`src/logic/lcdcmd_pkg.sv`:
```
// package for the lcd control command decoder: opcodes, field positions, reset values
// assumes a single 40 MHz clock domain and an AHB-Lite register port
package lcdcmd_pkg;
    // command opcodes (full byte or masked prefix)
    localparam logic [7:0] OP_BIAS = 8'hA2;       // low bit is the ratio
    localparam logic [7:0] OP_RMW = 8'hE0;
    localparam logic [7:0] OP_END = 8'hEE;
    localparam logic [7:0] OP_SWRESET = 8'hE2;
    localparam logic [7:0] OP_SCAN = 8'hC0;       // upper nibble C, D3 direction
    localparam logic [7:0] OP_POWER = 8'h28;      // 0010_1xxx
    localparam logic [7:0] OP_RATIO = 8'h20;      // 0010_0xxx
    localparam logic [7:0] OP_CONTRAST = 8'h81;
    localparam logic [7:0] OP_INDICATOR = 8'hAC;  // low bit on/off
    localparam logic [7:0] OP_COLHI = 8'h10;      // 0001_xxxx
    localparam logic [7:0] OP_COLLO = 8'h00;      // 0000_xxxx
    localparam logic [7:0] OP_PAGE = 8'hB0;       // 1011_xxxx
    localparam logic [7:0] OP_START = 8'h40;      // 01xx_xxxx
    localparam logic [7:0] OP_TEST = 8'hF0;       // 1111_xxxx
    // field positions
    localparam int SCAN_BIT = 3;
    localparam int BOOST_BIT = 2;
    localparam int REG_BIT = 1;
    localparam int FOLLOW_BIT = 0;
    // reset values
    localparam logic [2:0] RATIO_RST = 3'h0;
    localparam logic [5:0] CONTRAST_RST = 6'h20;
    localparam logic [1:0] IND_RST = 2'h0;
    localparam logic [7:0] COL_RST = 8'h00;
    localparam logic [3:0] PAGE_RST = 4'h0;
    localparam logic [5:0] START_RST = 6'h00;
    // register byte addresses
    localparam logic [7:0] ADDR_CMD = 8'h00;      // write: command/data byte
    localparam logic [7:0] ADDR_STATE = 8'h04;    // read: settings
    localparam logic [7:0] ADDR_ADDRS = 8'h08;    // read: column/page/start line
    localparam logic [7:0] ADDR_CTRL = 8'h0C;     // write: power stage enables
    localparam int CMD_SEL_BIT = 8;                // command_data_select in write data
    localparam int DATA_READ_BIT = 9;              // marks a display data read
    // decoder states
    typedef enum logic [1:0]
    {
        LCDCMD_IDLE = 2'b00,
        LCDCMD_WAIT_CONTRAST = 2'b01,
        LCDCMD_WAIT_INDICATOR = 2'b10
    } lcdcmd_state_t;
    // settings carried to the panel side
    typedef struct packed
    {
        logic biasSeventh;
        logic scanReverse;
        logic boostOn;
        logic regulatorOn;
        logic followerOn;
        logic [2:0] ratio;
        logic [5:0] contrast;
        logic [1:0] indicator;
        logic rmwActive;
        logic testMode;
    } lcdcmd_settings_t;
endpackage

```
`src/logic/lcd_control_command_decoder.sv`:
```
// command decoder for the control commands of a dot-matrix lcd driver
// assumes one clock, async active-high reset, AHB-Lite slave port, zero wait states
// How it works
// - bias bit zero 1/9, one 1/7
// - bias applied only with follower enabled
// - rmw: writes advance column, reads hold
// - end leaves rmw, restores saved column
// - software reset restores listed defaults, clears modes
// - scan direction from D3, low bits ignored
// - power bits enable booster, regulator, follower
// - ratio loads three low bits
// - contrast mode accepts only contrast byte
// - contrast byte loads six low bits
// - contrast written, normal acceptance resumes
// - indicator lsb: off single, on two-byte
// - indicator on accepts only register byte
// - indicator changed only by indicator commands and resets
// - indicator byte loads two low bits
`timescale 1ns/1ps
module lcd_control_command_decoder
    import lcdcmd_pkg::*;
(
    input wire logic ref_clk,
    input wire logic reset,
    input wire logic hsel,
    input wire logic [31:0] haddr,
    input wire logic [1:0] htrans,
    input wire logic hwrite,
    input wire logic [2:0] hsize,
    input wire logic [31:0] hwdata,
    input wire logic hready,
    output logic hreadyout,
    output logic hresp,
    output logic [31:0] hrdata,
    output lcdcmd_settings_t settings,
    output logic biasApplied,
    output logic [7:0] columnAddr,
    output logic [3:0] pageAddr,
    output logic [5:0] startLine
);

////////////////////////////////////////////////////////////////////////////////
// bus address phase capture

logic wrPend_reg;
logic [7:0] addr_reg;
logic [1:0] dummyTrans;
assign dummyTrans = htrans;

// latch a write address phase; data comes in the next cycle
always_ff @(posedge ref_clk or posedge reset)
begin
    if (reset)
    begin
        wrPend_reg <= 1'b0;
        addr_reg <= 8'h00;
    end
    else
    begin
        wrPend_reg <= hsel && hready && dummyTrans[1] && hwrite;
        if (hsel && hready && dummyTrans[1])
            addr_reg <= haddr[7:0];
    end
end

assign hreadyout = 1'b1;  // never stalls, so the host has no wait to count
assign hresp = 1'b0;

// byte strobes from the data phase
logic cmdStrobe;
logic dataWrite;
logic dataRead;
logic ctrlWrite;
logic [7:0] bytev;
assign bytev = hwdata[7:0];
assign cmdStrobe = wrPend_reg && addr_reg == ADDR_CMD && !hwdata[CMD_SEL_BIT];
assign dataWrite = wrPend_reg && addr_reg == ADDR_CMD && hwdata[CMD_SEL_BIT]
    && !hwdata[DATA_READ_BIT];
assign dataRead = wrPend_reg && addr_reg == ADDR_CMD && hwdata[CMD_SEL_BIT]
    && hwdata[DATA_READ_BIT];
assign ctrlWrite = wrPend_reg && addr_reg == ADDR_CTRL;

////////////////////////////////////////////////////////////////////////////////
// command decode

// masked opcode match, shared by every decoder below
function automatic logic opMatch(input logic [7:0] b, input logic [7:0] op,
    input logic [7:0] mask);
    opMatch = (b & mask) == (op & mask);
endfunction

logic isBias, isRmw, isEnd, isSwReset, isScan, isPower, isRatio;
logic isContrast, isIndicator, isColHi, isColLo, isPage, isStart, isTest;
assign isBias = opMatch(bytev, OP_BIAS, 8'hFE);
assign isRmw = opMatch(bytev, OP_RMW, 8'hFF);
assign isEnd = opMatch(bytev, OP_END, 8'hFF);
assign isSwReset = opMatch(bytev, OP_SWRESET, 8'hFF);
assign isScan = opMatch(bytev, OP_SCAN, 8'hF0);
assign isPower = opMatch(bytev, OP_POWER, 8'hF8);
assign isRatio = opMatch(bytev, OP_RATIO, 8'hF8);
assign isContrast = opMatch(bytev, OP_CONTRAST, 8'hFF);
assign isIndicator = opMatch(bytev, OP_INDICATOR, 8'hFE);
assign isColHi = opMatch(bytev, OP_COLHI, 8'hF0);
assign isColLo = opMatch(bytev, OP_COLLO, 8'hF0);
assign isPage = opMatch(bytev, OP_PAGE, 8'hF0);
assign isStart = opMatch(bytev, OP_START, 8'hC0);
assign isTest = opMatch(bytev, OP_TEST, 8'hF0);

lcdcmd_state_t state_reg;
logic normalCmd;
logic swReset;
assign normalCmd = cmdStrobe && state_reg == LCDCMD_IDLE;
assign swReset = normalCmd && isSwReset;

// two-byte sequence tracking
always_ff @(posedge ref_clk or posedge reset)
begin
    if (reset)
        state_reg <= LCDCMD_IDLE;
    else if (cmdStrobe)
    begin
        case (state_reg)
            LCDCMD_IDLE:
            begin
                if (isContrast)
                    state_reg <= LCDCMD_WAIT_CONTRAST;
                else if (isIndicator && bytev[0])
                    state_reg <= LCDCMD_WAIT_INDICATOR;
            end
            LCDCMD_WAIT_CONTRAST: state_reg <= LCDCMD_IDLE;
            LCDCMD_WAIT_INDICATOR: state_reg <= LCDCMD_IDLE;
            default: state_reg <= LCDCMD_IDLE;
        endcase
    end
end

////////////////////////////////////////////////////////////////////////////////
// settings

// bias, scan, power stages and ratio
always_ff @(posedge ref_clk or posedge reset)
begin
    if (reset)
    begin
        settings.biasSeventh <= 1'b0;
        settings.scanReverse <= 1'b0;
        settings.boostOn <= 1'b0;
        settings.regulatorOn <= 1'b0;
        settings.followerOn <= 1'b0;
        settings.ratio <= RATIO_RST;
    end
    else if (swReset)
    begin
        settings.scanReverse <= 1'b0;
        settings.ratio <= RATIO_RST;
    end
    else if (normalCmd)
    begin
        if (isBias)
            settings.biasSeventh <= bytev[0];
        if (isScan)
            settings.scanReverse <= bytev[SCAN_BIT];
        if (isPower)
        begin
            settings.boostOn <= bytev[BOOST_BIT];
            settings.regulatorOn <= bytev[REG_BIT];
            settings.followerOn <= bytev[FOLLOW_BIT];
        end
        if (isRatio)
            settings.ratio <= bytev[2:0];
    end
    else if (ctrlWrite)
    begin
        // software may also drive the stages directly
        settings.boostOn <= hwdata[BOOST_BIT];
        settings.regulatorOn <= hwdata[REG_BIT];
        settings.followerOn <= hwdata[FOLLOW_BIT];
    end
end

// bias only reaches the panel while the follower runs; 1/9 otherwise
assign biasApplied = settings.followerOn && settings.biasSeventh;

// contrast register
always_ff @(posedge ref_clk or posedge reset)
begin
    if (reset)
        settings.contrast <= CONTRAST_RST;
    else if (swReset)
        settings.contrast <= CONTRAST_RST;
    else if (cmdStrobe && state_reg == LCDCMD_WAIT_CONTRAST)
        settings.contrast <= bytev[5:0];
end

// indicator: only the indicator commands and the resets touch it
always_ff @(posedge ref_clk or posedge reset)
begin
    if (reset)
        settings.indicator <= IND_RST;
    else if (swReset)
        settings.indicator <= IND_RST;
    else if (cmdStrobe && state_reg == LCDCMD_WAIT_INDICATOR)
        settings.indicator <= bytev[1:0];
    else if (normalCmd && isIndicator && !bytev[0])
        settings.indicator <= IND_RST;
end

// test mode: entered by the test command, left only by a reset
always_ff @(posedge ref_clk or posedge reset)
begin
    if (reset)
        settings.testMode <= 1'b0;
    else if (swReset)
        settings.testMode <= 1'b0;
    else if (normalCmd && isTest)
        settings.testMode <= 1'b1;
end

////////////////////////////////////////////////////////////////////////////////
// addresses and read-modify-write

logic [7:0] savedCol_reg;

// rmw flag and the column saved on entry
always_ff @(posedge ref_clk or posedge reset)
begin
    if (reset)
    begin
        settings.rmwActive <= 1'b0;
        savedCol_reg <= COL_RST;
    end
    else if (swReset)
        settings.rmwActive <= 1'b0;
    else if (normalCmd && isRmw)
    begin
        settings.rmwActive <= 1'b1;
        savedCol_reg <= columnAddr;
    end
    else if (normalCmd && isEnd)
        settings.rmwActive <= 1'b0;
end

// column counter stops at its top value
always_ff @(posedge ref_clk or posedge reset)
begin
    if (reset)
        columnAddr <= COL_RST;
    else if (swReset)
        columnAddr <= COL_RST;
    else if (normalCmd && isEnd && settings.rmwActive)
        columnAddr <= savedCol_reg;
    else if (normalCmd && isColHi)
        columnAddr <= {bytev[3:0], columnAddr[3:0]};  // assumed not during rmw
    else if (normalCmd && isColLo)
        columnAddr <= {columnAddr[7:4], bytev[3:0]};
    else if ((dataWrite || (dataRead && !settings.rmwActive)) && columnAddr != 8'hFF)
        columnAddr <= columnAddr + 8'h01;
end

// page and start line
always_ff @(posedge ref_clk or posedge reset)
begin
    if (reset)
    begin
        pageAddr <= PAGE_RST;
        startLine <= START_RST;
    end
    else if (swReset)
    begin
        pageAddr <= PAGE_RST;
        startLine <= START_RST;
    end
    else if (normalCmd && isPage)
        pageAddr <= bytev[3:0];
    else if (normalCmd && isStart)
        startLine <= bytev[5:0];
end

////////////////////////////////////////////////////////////////////////////////
// read data

// registered read data, valid in the data phase after the address phase
always_ff @(posedge ref_clk or posedge reset)
begin
    if (reset)
        hrdata <= 32'h00000000;
    else if (hsel && hready && dummyTrans[1] && !hwrite)
    begin
        case (haddr[7:0])
            ADDR_STATE: hrdata <= {12'h000, state_reg, settings};
            ADDR_ADDRS: hrdata <= {14'h0000, startLine, pageAddr, columnAddr};
            ADDR_CTRL: hrdata <= {29'h0, settings.boostOn, settings.regulatorOn,
                settings.followerOn};
            default: hrdata <= 32'h00000000;
        endcase
    end
end

endmodule

```
`config.mk`:
```
export PLATFORM = sky130hd
export DESIGN_NAME = lcd_control_command_decoder
export DESIGN_NICKNAME = d
export VERILOG_FILES = /design/src/logic/lcdcmd_pkg.sv /design/src/logic/lcd_control_command_decoder.sv
export SDC_FILE = /design/constraint.sdc
export NUM_CORES = 1
export LEC_CHECK = 0
export ABC_CLOCK_PERIOD_IN_PS = 2300
export BUFFER_PORTS_ARGS = -buffer_cell sky130_fd_sc_hd__buf_2
export CAP_MARGIN = 20
export CORE_ASPECT_RATIO = 1.1
export CORE_UTILIZATION = 45
export DETAILED_ROUTE_END_ITERATION = 12
export PLACE_DENSITY = 0.8
export SLEW_MARGIN = 25
export SYNTH_ARGS = -nofsm -noshare
export SYNTH_HDL_FRONTEND = slang
export SYNTH_SLANG_ARGS = --single-unit
```
`constraint.sdc`:
```
create_clock -name ref_clk -period 2.3 [get_ports ref_clk]
set_input_delay 0.23 -clock ref_clk [delete_from_list [all_inputs] [get_ports ref_clk]]
set_output_delay 0.23 -clock ref_clk [all_outputs]
set_load 0.05 [all_outputs]
```
Word-level counts from Yosys, hierarchy flattened
Cells that the tools add are included.
{"block": "word_totals", "ff_bits": 87, "input_bits": 74, "out_inout_bits": 71, "word_cells": 137}
{"block": "classes", "n_addsub": 1, "n_eq_ne": 25, "mux": 33, "bitwise_logic": 1, "n_reduce_logical": 58}
{"operator": "one-hot mux 20 bit (3 select lines)", "n": 1}
{"operator": "2-to-1 mux 8 bit", "n": 5}
{"operator": "== test 8 bit, second input constant", "n": 4}
{"operator": "2-to-1 mux 6 bit", "n": 5}
{"operator": "logical AND 1 bit", "n": 28}
{"operator": "== test 8 x 4 -> 1 bit, second input constant", "n": 3}
{"operator": "2-to-1 mux 3 bit", "n": 6}
{"operator": "logical NOT 8 bit", "n": 2}
{"operator": "nonzero test 2 bit", "n": 8}
{"operator": "== test 7 bit, second input constant", "n": 2}
{"operator": "AND reduction 2 bit", "n": 7}
{"operator": "== test 4 bit, second input constant", "n": 3}
{"operator": "2-to-1 mux 2 bit", "n": 6}
{"operator": "== test 5 x 3 -> 1 bit, second input constant", "n": 2}
{"operator": "adder 8 x 1 -> 8 bit, second input constant", "n": 1}
{"operator": "== test 8 x 3 -> 1 bit, second input constant", "n": 1}
{"operator": "2-to-1 mux 1 bit", "n": 8}
{"operator": "2-to-1 mux 4 bit", "n": 2}
{"operator": "inequality test 8 bit, second input constant", "n": 1}
{"operator": "nonzero test 4 bit", "n": 2}
{"operator": "AND reduction 3 bit", "n": 2}
{"operator": "nonzero test 3 bit", "n": 2}
{"operator": "logical NOT 1 bit", "n": 5}
{"operator": "== test 2 x 1 -> 1 bit, second input constant", "n": 2}
{"operator": "9 further kinds", "n": 10}

Depth between registers and ports, before layout
Gate-level depths: netlist of run 1.
{"block": "logic_depth", "depth_word": 12, "mapped_depth": 7, "mapped_depth_nobuf": 6}

Worst setup path after synthesis of run 1
Ideal clock, no wire load.
{"block": "synth_path", "kind": "register to register", "start": "register addr_reg[7]", "end": "register savedCol_reg[0]", "setup_ns": 0.125, "arrival_ns": 1.894, "required_time_ns": 2.175, "slack_ns": 0.281, "stages_incl_launch_ff": 6, "path_buffers": 0, "synth_period_minus_slack_ns": 2.019, "cell_sequence": "dfrtp_1 > nor4_4 > nand4_2 > nor2_2 > nor4b_4 > mux2_2"}
{"block": "synth_via", "elab_chain_cells": 7, "word_cells_on_any_way": 8, "classes_between": "bitwise: 1; reduce/logical: 7"}
{"element": "start: declaration", "line_no": "lcd_control_command_decoder.sv:46", "text": "logic [7:0] addr_reg;"}
{"element": "start signal: assignment", "line_no": "lcd_control_command_decoder.sv:62", "text": "addr_reg <= haddr[7:0];"}
{"element": "logical NOT 8 bit *", "line_no": "lcd_control_command_decoder.sv:76", "text": "assign cmdStrobe = wrPend_reg && addr_reg == ADDR_CMD && !hwdata[CMD_SEL_BIT];"}
{"element": "logical AND 1 bit * (2 in series)", "line_no": "lcd_control_command_decoder.sv:76"}
{"element": "logical AND 1 bit *", "line_no": "lcd_control_command_decoder.sv:112", "text": "assign normalCmd = cmdStrobe && state_reg == LCDCMD_IDLE;"}
{"element": "logical AND 1 bit", "line_no": "lcd_control_command_decoder.sv:113", "text": "assign swReset = normalCmd && isSwReset;"}
{"element": "inverter 1 bit (no line)"}
{"element": "AND reduction 2 bit (no line) *"}
{"element": "end signal: assignment", "line_no": "lcd_control_command_decoder.sv:237", "text": "savedCol_reg <= columnAddr;"}
{"element": "end: declaration", "line_no": "lcd_control_command_decoder.sv:222", "text": "logic [7:0] savedCol_reg;"}
Every way passes the cells marked *; elsewhere a longest branch is shown, timed or not.
A chain may end at the register's enable or synchronous reset.

Final worst setup path of run 1
{"block": "layout_path", "start": "register addr_reg[1]", "end": "register savedCol_reg[7]"}
Same word-level chain as after synthesis.

==> run_results.csv, run 1 <==
group,metric,value,unit
run_status,status,"finished clean",
finish,area_growth,20.0,%
placed_design,io_buffers,80,
setup_path,cp.arrival,2300,ps
timing,setup_viol_count_final,0,
finish,drive_above_1_share,35.4,%
grt,grt_first_pass_wirelength,18.2,mm
timing,finalHoldViolations,0,
grt,grtUsageTotal,25.0,%
die,initial_core_util,47.4,%
yosys,yosysUniqueCellTypes,58,
clocking,cts_buffers,9,
finish,fin_nets,578,
routing,first_pass_iters,5,
routing,drc_errors,0,
clocking,clock-root-buffer,"clkbuf_8",
clocking,clk_latency,360,ps
power_and_ir_drop,power_density,540,nW/um^2
placed_design,gp_congestion,1.03,
die,die_area,9380,sq um
finish,antenna_cells_inserted,0,
die,ioPinCount,145,
grt,grt-ovfl-total,0,
grt,grt_pass1_vias,3551,
setup_path,worst-setup-path-type,"flop to flop",
setup_path,cp_cell_sequence,"nor4_4, buf_4, nand4_2, nor2_2, nor4b_4, buf_4, mux2_2",
finish,final_common_cell,"buf_2",
grt,grt_max_degree,43,
clocking,h-tree-depth,3,
clocking,cts.reportedPaths.clkPinSlew,80,ps
yosys,ys.flop_type,"dfrtp_1",
timing,fin_crit_sh,89.6,%
power_and_ir_drop,vdd_drop_max,0.254,mV
finish,instances_no_fill,619,
worst_hold_path,hold_class,"input pin to flop",
setup_path,crit_top_cell,"buf_4",
clocking,clockBufferDepth,2,
yosys,ys_seq_area_share,46.4,%
routing,avgRoutedWirePerCell,18.5,um
yosys,synth_area,4050,sq um
routing,drt_iter0_markers,396,
yosys,synth_enable_flop_cells,0,
placed_design,dp.cells,600,
yosys,synth_warnings,0,
finish,top_register,"hrdata",
setup_path,critPathTopFamily,"simple AND/OR/NAND/NOR gates",
routing,vias,3684,
die,rows,35,
timing,slew_headroom,49.2,%
finish,largest_register_ffs,20,
yosys,async_flop_share,100,%
finish,final_cell_mix,"buf_2 (80), dfrtp_1 (74), o21ai_0 (41)",
yosys,syn_inst,406,
setup_path,cpPeakStageDelay,410,ps
routing,drtAntennaViolNets,0,
setup_path,critPathRequiredTime,2540,ps
setup_path,slowest_stage,"dfrtp_1",
setup_path,worstRegToRegCells,7,
timing,worst_pin_slew,754,ps
yosys,synth-seq-cells,75,
setup_path,crit_buf_inv,2,
timing,post-route-min-period,2060,ps
setup_path,crit_fanout,9,
timing,drv_slew,0,
timing,max_freq,485,MHz
yosys,synth_area_per_cell,9.98,sq um
timing,rsz0062_at_grt,"false",
finish,n_fill_cell,775,
grt,antenna_found_initial,0,
timing,tns,0,ps
routing,vias_per_cell,5.95,
finish,largest_registers,"hrdata x20, settings x18",
timing,skew,14.3,ps
run,maxCapViolations,0,
setup_path,path_depth,7,
die,chipHeight,102,um
clocking,cts_tree,"built",
setup_path,setup.worst_path.end_class,"flop",
clocking,cts.sinks,75,
die,fp.coreArea,8540,sq um
placed_design,place_hpwl,8.36,mm
power_and_ir_drop,leakagePower,2.30,nW
setup_path,worstSetupStartpointType,"flop",
die,die_w,92.5,um
worst_hold_path,hold_depth,3,
routing,drt_wl_total,11.4,mm
## layer usage
metal  vias to the layer above  part of all wire, %  GRT usage [%]
li1                       1659                    -              -
met1                      1806                   43           33.0
met2                       186                   49           41.4
met3                        33                  6.1           3.98
met4                         0                  2.5           9.74
met5                         -                    0              0
## worst min-delay path, delay by kind of cell
kind	cells	cell delay, ps
AND/OR/NAND/NOR	1	40
buffers and inverters	2	150
## logic make-up after synthesis
family,after synthesis,share of synthesized area (%)
AO/OA/AOI/OAI,108,17.0
XOR/XNOR,5,1.08
adder cells (fa/ha/maj),1,0.309
buffers and inverters,49,6.15
flip-flops,75,46.4
multiplexers,39,10.8
other,2,0.185
AND/OR/NAND/NOR,127,18.2
## report_power, final
part	switching (mW)	internal, mW	total [mW]	leakage [nW]
registers	0.0385	1.35	1.39	0.994
logic	0.204	0.0948	0.298	1.22
clock network	0.532	0.404	0.936	0.0877
total	0.774	1.85	2.62	2.30
## synth_stat cells (all sizes together) (6+ instances only)
cell type | count | share of area, %
dfrtp | 74 | 46
o21ai | 43 | 5.3
nand2 | 39 | 3.6
mux2 | 37 | 10
buf | 22 | 3.6
a22oi | 20 | 3.7
clkbuf | 18 | 1.7
nor2 | 17 | 1.7
nand3 | 15 | 1.9
a21oi | 14 | 1.7
nor4 | 10 | 1.9
inv | 9 | 0.83
nand4 | 7 | 1.4
nor3 | 7 | 1.1
and3 | 6 | 0.93
## final cells by class
class | instances | area (sq um) | area share, %
clock buffers | 10 | 128 | 2.62
clock inverters | 6 | 47.5 | 0.978
inverters | 9 | 33.8 | 0.695
multi-input cells | 294 | 1980 | 40.7
flip-flops and latches | 75 | 1880 | 38.6
well taps | 111 | 139 | 2.86
repair buffers | 114 | 658 | 13.5
## path summary, 6_finish.rpt
check	startpoint	end	slack [ps]
worst min-delay path	hwrite	wrPend_reg	100
worst max-delay path	addr_reg[1]	savedCol_reg[7]	240
worst max register to register	addr_reg[1]	savedCol_reg[7]	240
worst min register to register	hrdata[5]	hrdata[5]	480
max in group asynchronous	reset	columnAddr[5]	1370
min in group asynchronous	reset	hrdata[11]	500
## per-stage QoR
stage | util [%] | total power, mW | area (sq um) | hold slack, ps | worst slack, ps
after floorplan | - | 1.63 | 4100 | 359 | 162
after global placement | 54.5 | 1.69 | 4650 | 350 | 161
after detailed placement | 54.5 | 1.70 | 4650 | 355 | 149
after CTS | 56.6 | 2.62 | 4840 | 93.0 | 125
after global routing | 56.9 | 2.71 | 4860 | 104 | 112
final | 56.9 | 2.62 | 4860 | 102 | 240
## timing repair
item                       in CTS  in global routing
hold endpoints to repair       33                  0
hold buffers                    1                  0
setup endpoints to repair       0                  9
resized for setup               0                  1
setup buffers                   0                  2
(Power assumes the default switching activity.)
==> run 2, diff against run 1 <==
--- a/config.mk
+++ b/config.mk
@@ -5,13 +5,14 @@
 export SDC_FILE = /design/constraint.sdc
 export NUM_CORES = 1
 export LEC_CHECK = 0
+export ABC_AREA = 1
 export ABC_CLOCK_PERIOD_IN_PS = 2300
 export BUFFER_PORTS_ARGS = -buffer_cell sky130_fd_sc_hd__buf_2
 export CAP_MARGIN = 20
 export CORE_ASPECT_RATIO = 1.1
 export CORE_UTILIZATION = 45
 export DETAILED_ROUTE_END_ITERATION = 12
-export PLACE_DENSITY = 0.8
+export PLACE_DENSITY = 0.81
 export SLEW_MARGIN = 25
 export SYNTH_ARGS = -nofsm -noshare
 export SYNTH_HDL_FRONTEND = slang
==> run_results.csv, run 2 <==
group,metric,value,unit
yosys,ys_seq_area_share,47.3,%
finish,largest_register_ffs,20,
yosys,ys.flop_type,"dfrtp_1",
placed_design,io_buffers,80,
setup_path,worstSetupStartpointType,"flop",
clocking,cts_buffers,9,
routing,vias_per_cell,5.05,
clocking,post-cts-setup-buffers,0,
yosys,async_flop_share,100,%
clocking,clock-root-buffer,"clkbuf_8",
setup_path,slowest_stage,"dfrtp_1",
routing,first_pass_iters,5,
timing,skew,9.72,ps
finish,n_fill_cell,818,
routing,drt_iter0_markers,257,
finish,top_register,"hrdata",
power_and_ir_drop,vdd_drop_max,0.302,mV
yosys,yosysUniqueCellTypes,36,
timing,rsz0062_at_grt,"false",
yosys,syn_inst,512,
timing,max_freq,490,MHz
finish,drive_above_1_share,21.5,%
setup_path,crit_top_cell,"nand2_4",
grt,grtUsageTotal,24.4,%
run,maxCapViolations,0,
worst_hold_path,hold_class,"input pin to flop",
die,ioPinCount,145,
finish,largest_registers,"hrdata x20, settings x18",
yosys,synth_enable_flop_cells,0,
die,initial_core_util,47.0,%
yosys,yosys-top-cells-count,"nand2_1 (168), dfrtp_1 (74), inv_1 (65), o21ai_0 (35)",
worst_hold_path,hold_depth,3,
clocking,clk_latency,370,ps
setup_path,path_depth,7,
clocking,cts.reportedPaths.clkPinSlew,80,ps
die,die_area,9200,sq um
yosys,synth_warnings,0,
placed_design,dp_slack,283,ps
yosys,synth.most_common_cell,"nand2_1",
finish,final_cell_mix,"nand2_1 (168), buf_2 (80), dfrtp_1 (74)",
setup_path,critPathRequiredTime,2550,ps
run_status,status,"finished clean",
clocking,ctsResizeCount,0,
setup_path,crit_buf_inv,1,
finish,area_growth,18.0,%
yosys,synth.area.top_cells,"dfrtp_1 (47%), nand2_1 (16%), inv_1 (6.1%), o21ai_0 (4.4%), nand3_1 (3.2%)",
timing,fin_crit_sh,88.7,%
setup_path,setup.worst_path.end_class,"flop",
finish,fin_nets,675,
yosys,synth_area,3970,sq um
routing,drtAntennaViolNets,0,
timing,setup_slack,259,ps
yosys,synth_top_area_share,46.7,%
power_and_ir_drop,power_density,597,nW/um^2
timing,finalHoldViolations,0,
timing,worst_pin_slew,607,ps
timing,slew_headroom,59.5,%
timing,tns,0,ps
setup_path,cpPeakStageDelay,400,ps
grt,grt_pass1_vias,3556,
finish,multi_input_area,1730,sq um
power_and_ir_drop,power,2.80,mW
grt,grt_max_degree,36,
setup_path,worst-setup-path-type,"flop to flop",
power_and_ir_drop,leakagePower,2.59,nW
finish,seq_area,1880,sq um
finish,final_common_cell,"nand2_1",
yosys,synth_top_area_cell,"dfrtp_1",
clocking,h-tree-depth,3,
placed_design,place_hpwl,7.74,mm
finish,instances_no_fill,716,
setup_path,critPathTopFamily,"simple AND/OR/NAND/NOR gates",
setup_path,crit_fanout,17,
timing,setup_viol_count_final,0,
finish,antenna_cells_inserted,0,
yosys,synth-seq-cells,75,
setup_path,cp_cell_sequence,"nor2_1, nand3_2, nor3_4, nand2_4, inv_2, nand2_4, mux2_4",
die,fp.coreArea,8450,sq um
die,die_w,91.5,um
clocking,cts.sinks,75,
setup_path,worstRegToRegCells,7,
routing,drt_wl_total,10.3,mm
clocking,clockBufferDepth,2,
timing,drv_slew,0,
timing,post-route-min-period,2040,ps
setup_path,cp.arrival,2290,ps
placed_design,dp.cells,699,
routing,vias,3614,
placed_design,gp_congestion,0.883,
yosys,synth_area_per_cell,7.75,sq um
die,chipHeight,100,um
die,rows,35,
grt,antenna_found_initial,0,
grt,grt_first_pass_wirelength,17.4,mm
routing,avgRoutedWirePerCell,14.4,um
clocking,cts_tree,"built",
grt,grt-ovfl-total,0,
routing,drc_errors,0,
[run 2: what timing repair did]
item,CTS,global route
setup endpoints to repair,0,0
hold buffers,1,0
endpoints found under the hold margin,9,0
[run 2: tightest hold or removal path, delay by kind of cell]
family,cells,cell delay [ps]
buf+inv,2,160
simple gates,1,40
[run 2: power breakdown]
part / internal (mW) / total, mW / switching [mW] / leakage (nW)
combinational: 0.0817 / 0.344 / 0.262 / 1.51
clock: 0.530 / 1.04 / 0.515 / 0.0987
sequential: 1.36 / 1.41 / 0.0452 / 0.977
[run 2: routing by layer]
metal	share of wire [%]	vias to the layer above	global-route usage (%)
met5	0	-	0
met4	2.9	0	12.1
met3	5.3	20	3.24
met2	49	106	41.7
met1	43	1708	30.6
li1	-	1780	-
[run 2: final timing paths]
kind | start | end | slack [ps]
min in group asynchronous | reset | hrdata[11] | 330
worst min-delay path | hwrite | wrPend_reg | 90
worst max register to register | addr_reg[2] | savedCol_reg[0] | 260
worst min register to register | hrdata[15] | hrdata[15] | 480
max in group asynchronous | reset | columnAddr[0] | 1270
worst max-delay path | addr_reg[2] | savedCol_reg[0] | 260
[run 2: logic make-up (layout without fill, tap and decap cells)]
group	Yosys count	in the layout	share of synthesized area (%)
xor gates and xnor gates	5	5	1.10
AOI/OAI and AO/OA	77	77	11.1
and+or+nand+nor	258	258	29.3
buffers and inverters	93	174	10.3
DFF	75	75	47.3
adders and majority gates	1	1	0.315
muxes	1	1	0.378
other	2	14	0.189
[run 2: layout make-up]
| class | instances | share of cell area (%) |
|---|---|---|
| Sequential cell | 75 | 40.1 |
| Clock inverter | 6 | 1.36 |
| Tap cell | 111 | 2.97 |
| Timing Repair Buffer | 88 | 10.2 |
| Inverter | 70 | 5.61 |
| Multi-Input combinational cell | 356 | 36.9 |
| Clock buffer | 10 | 2.94 |
[run 2: per-stage QoR]
step	utilization (%)	hold WS (ps)	instance area, sq um
floorplan	-	336	4010
global placement	52.9	181	4470
detailed placement	52.9	183	4470
CTS	55.4	78.4	4680
global route	55.4	98.6	4680
finish	55.4	89.3	4680
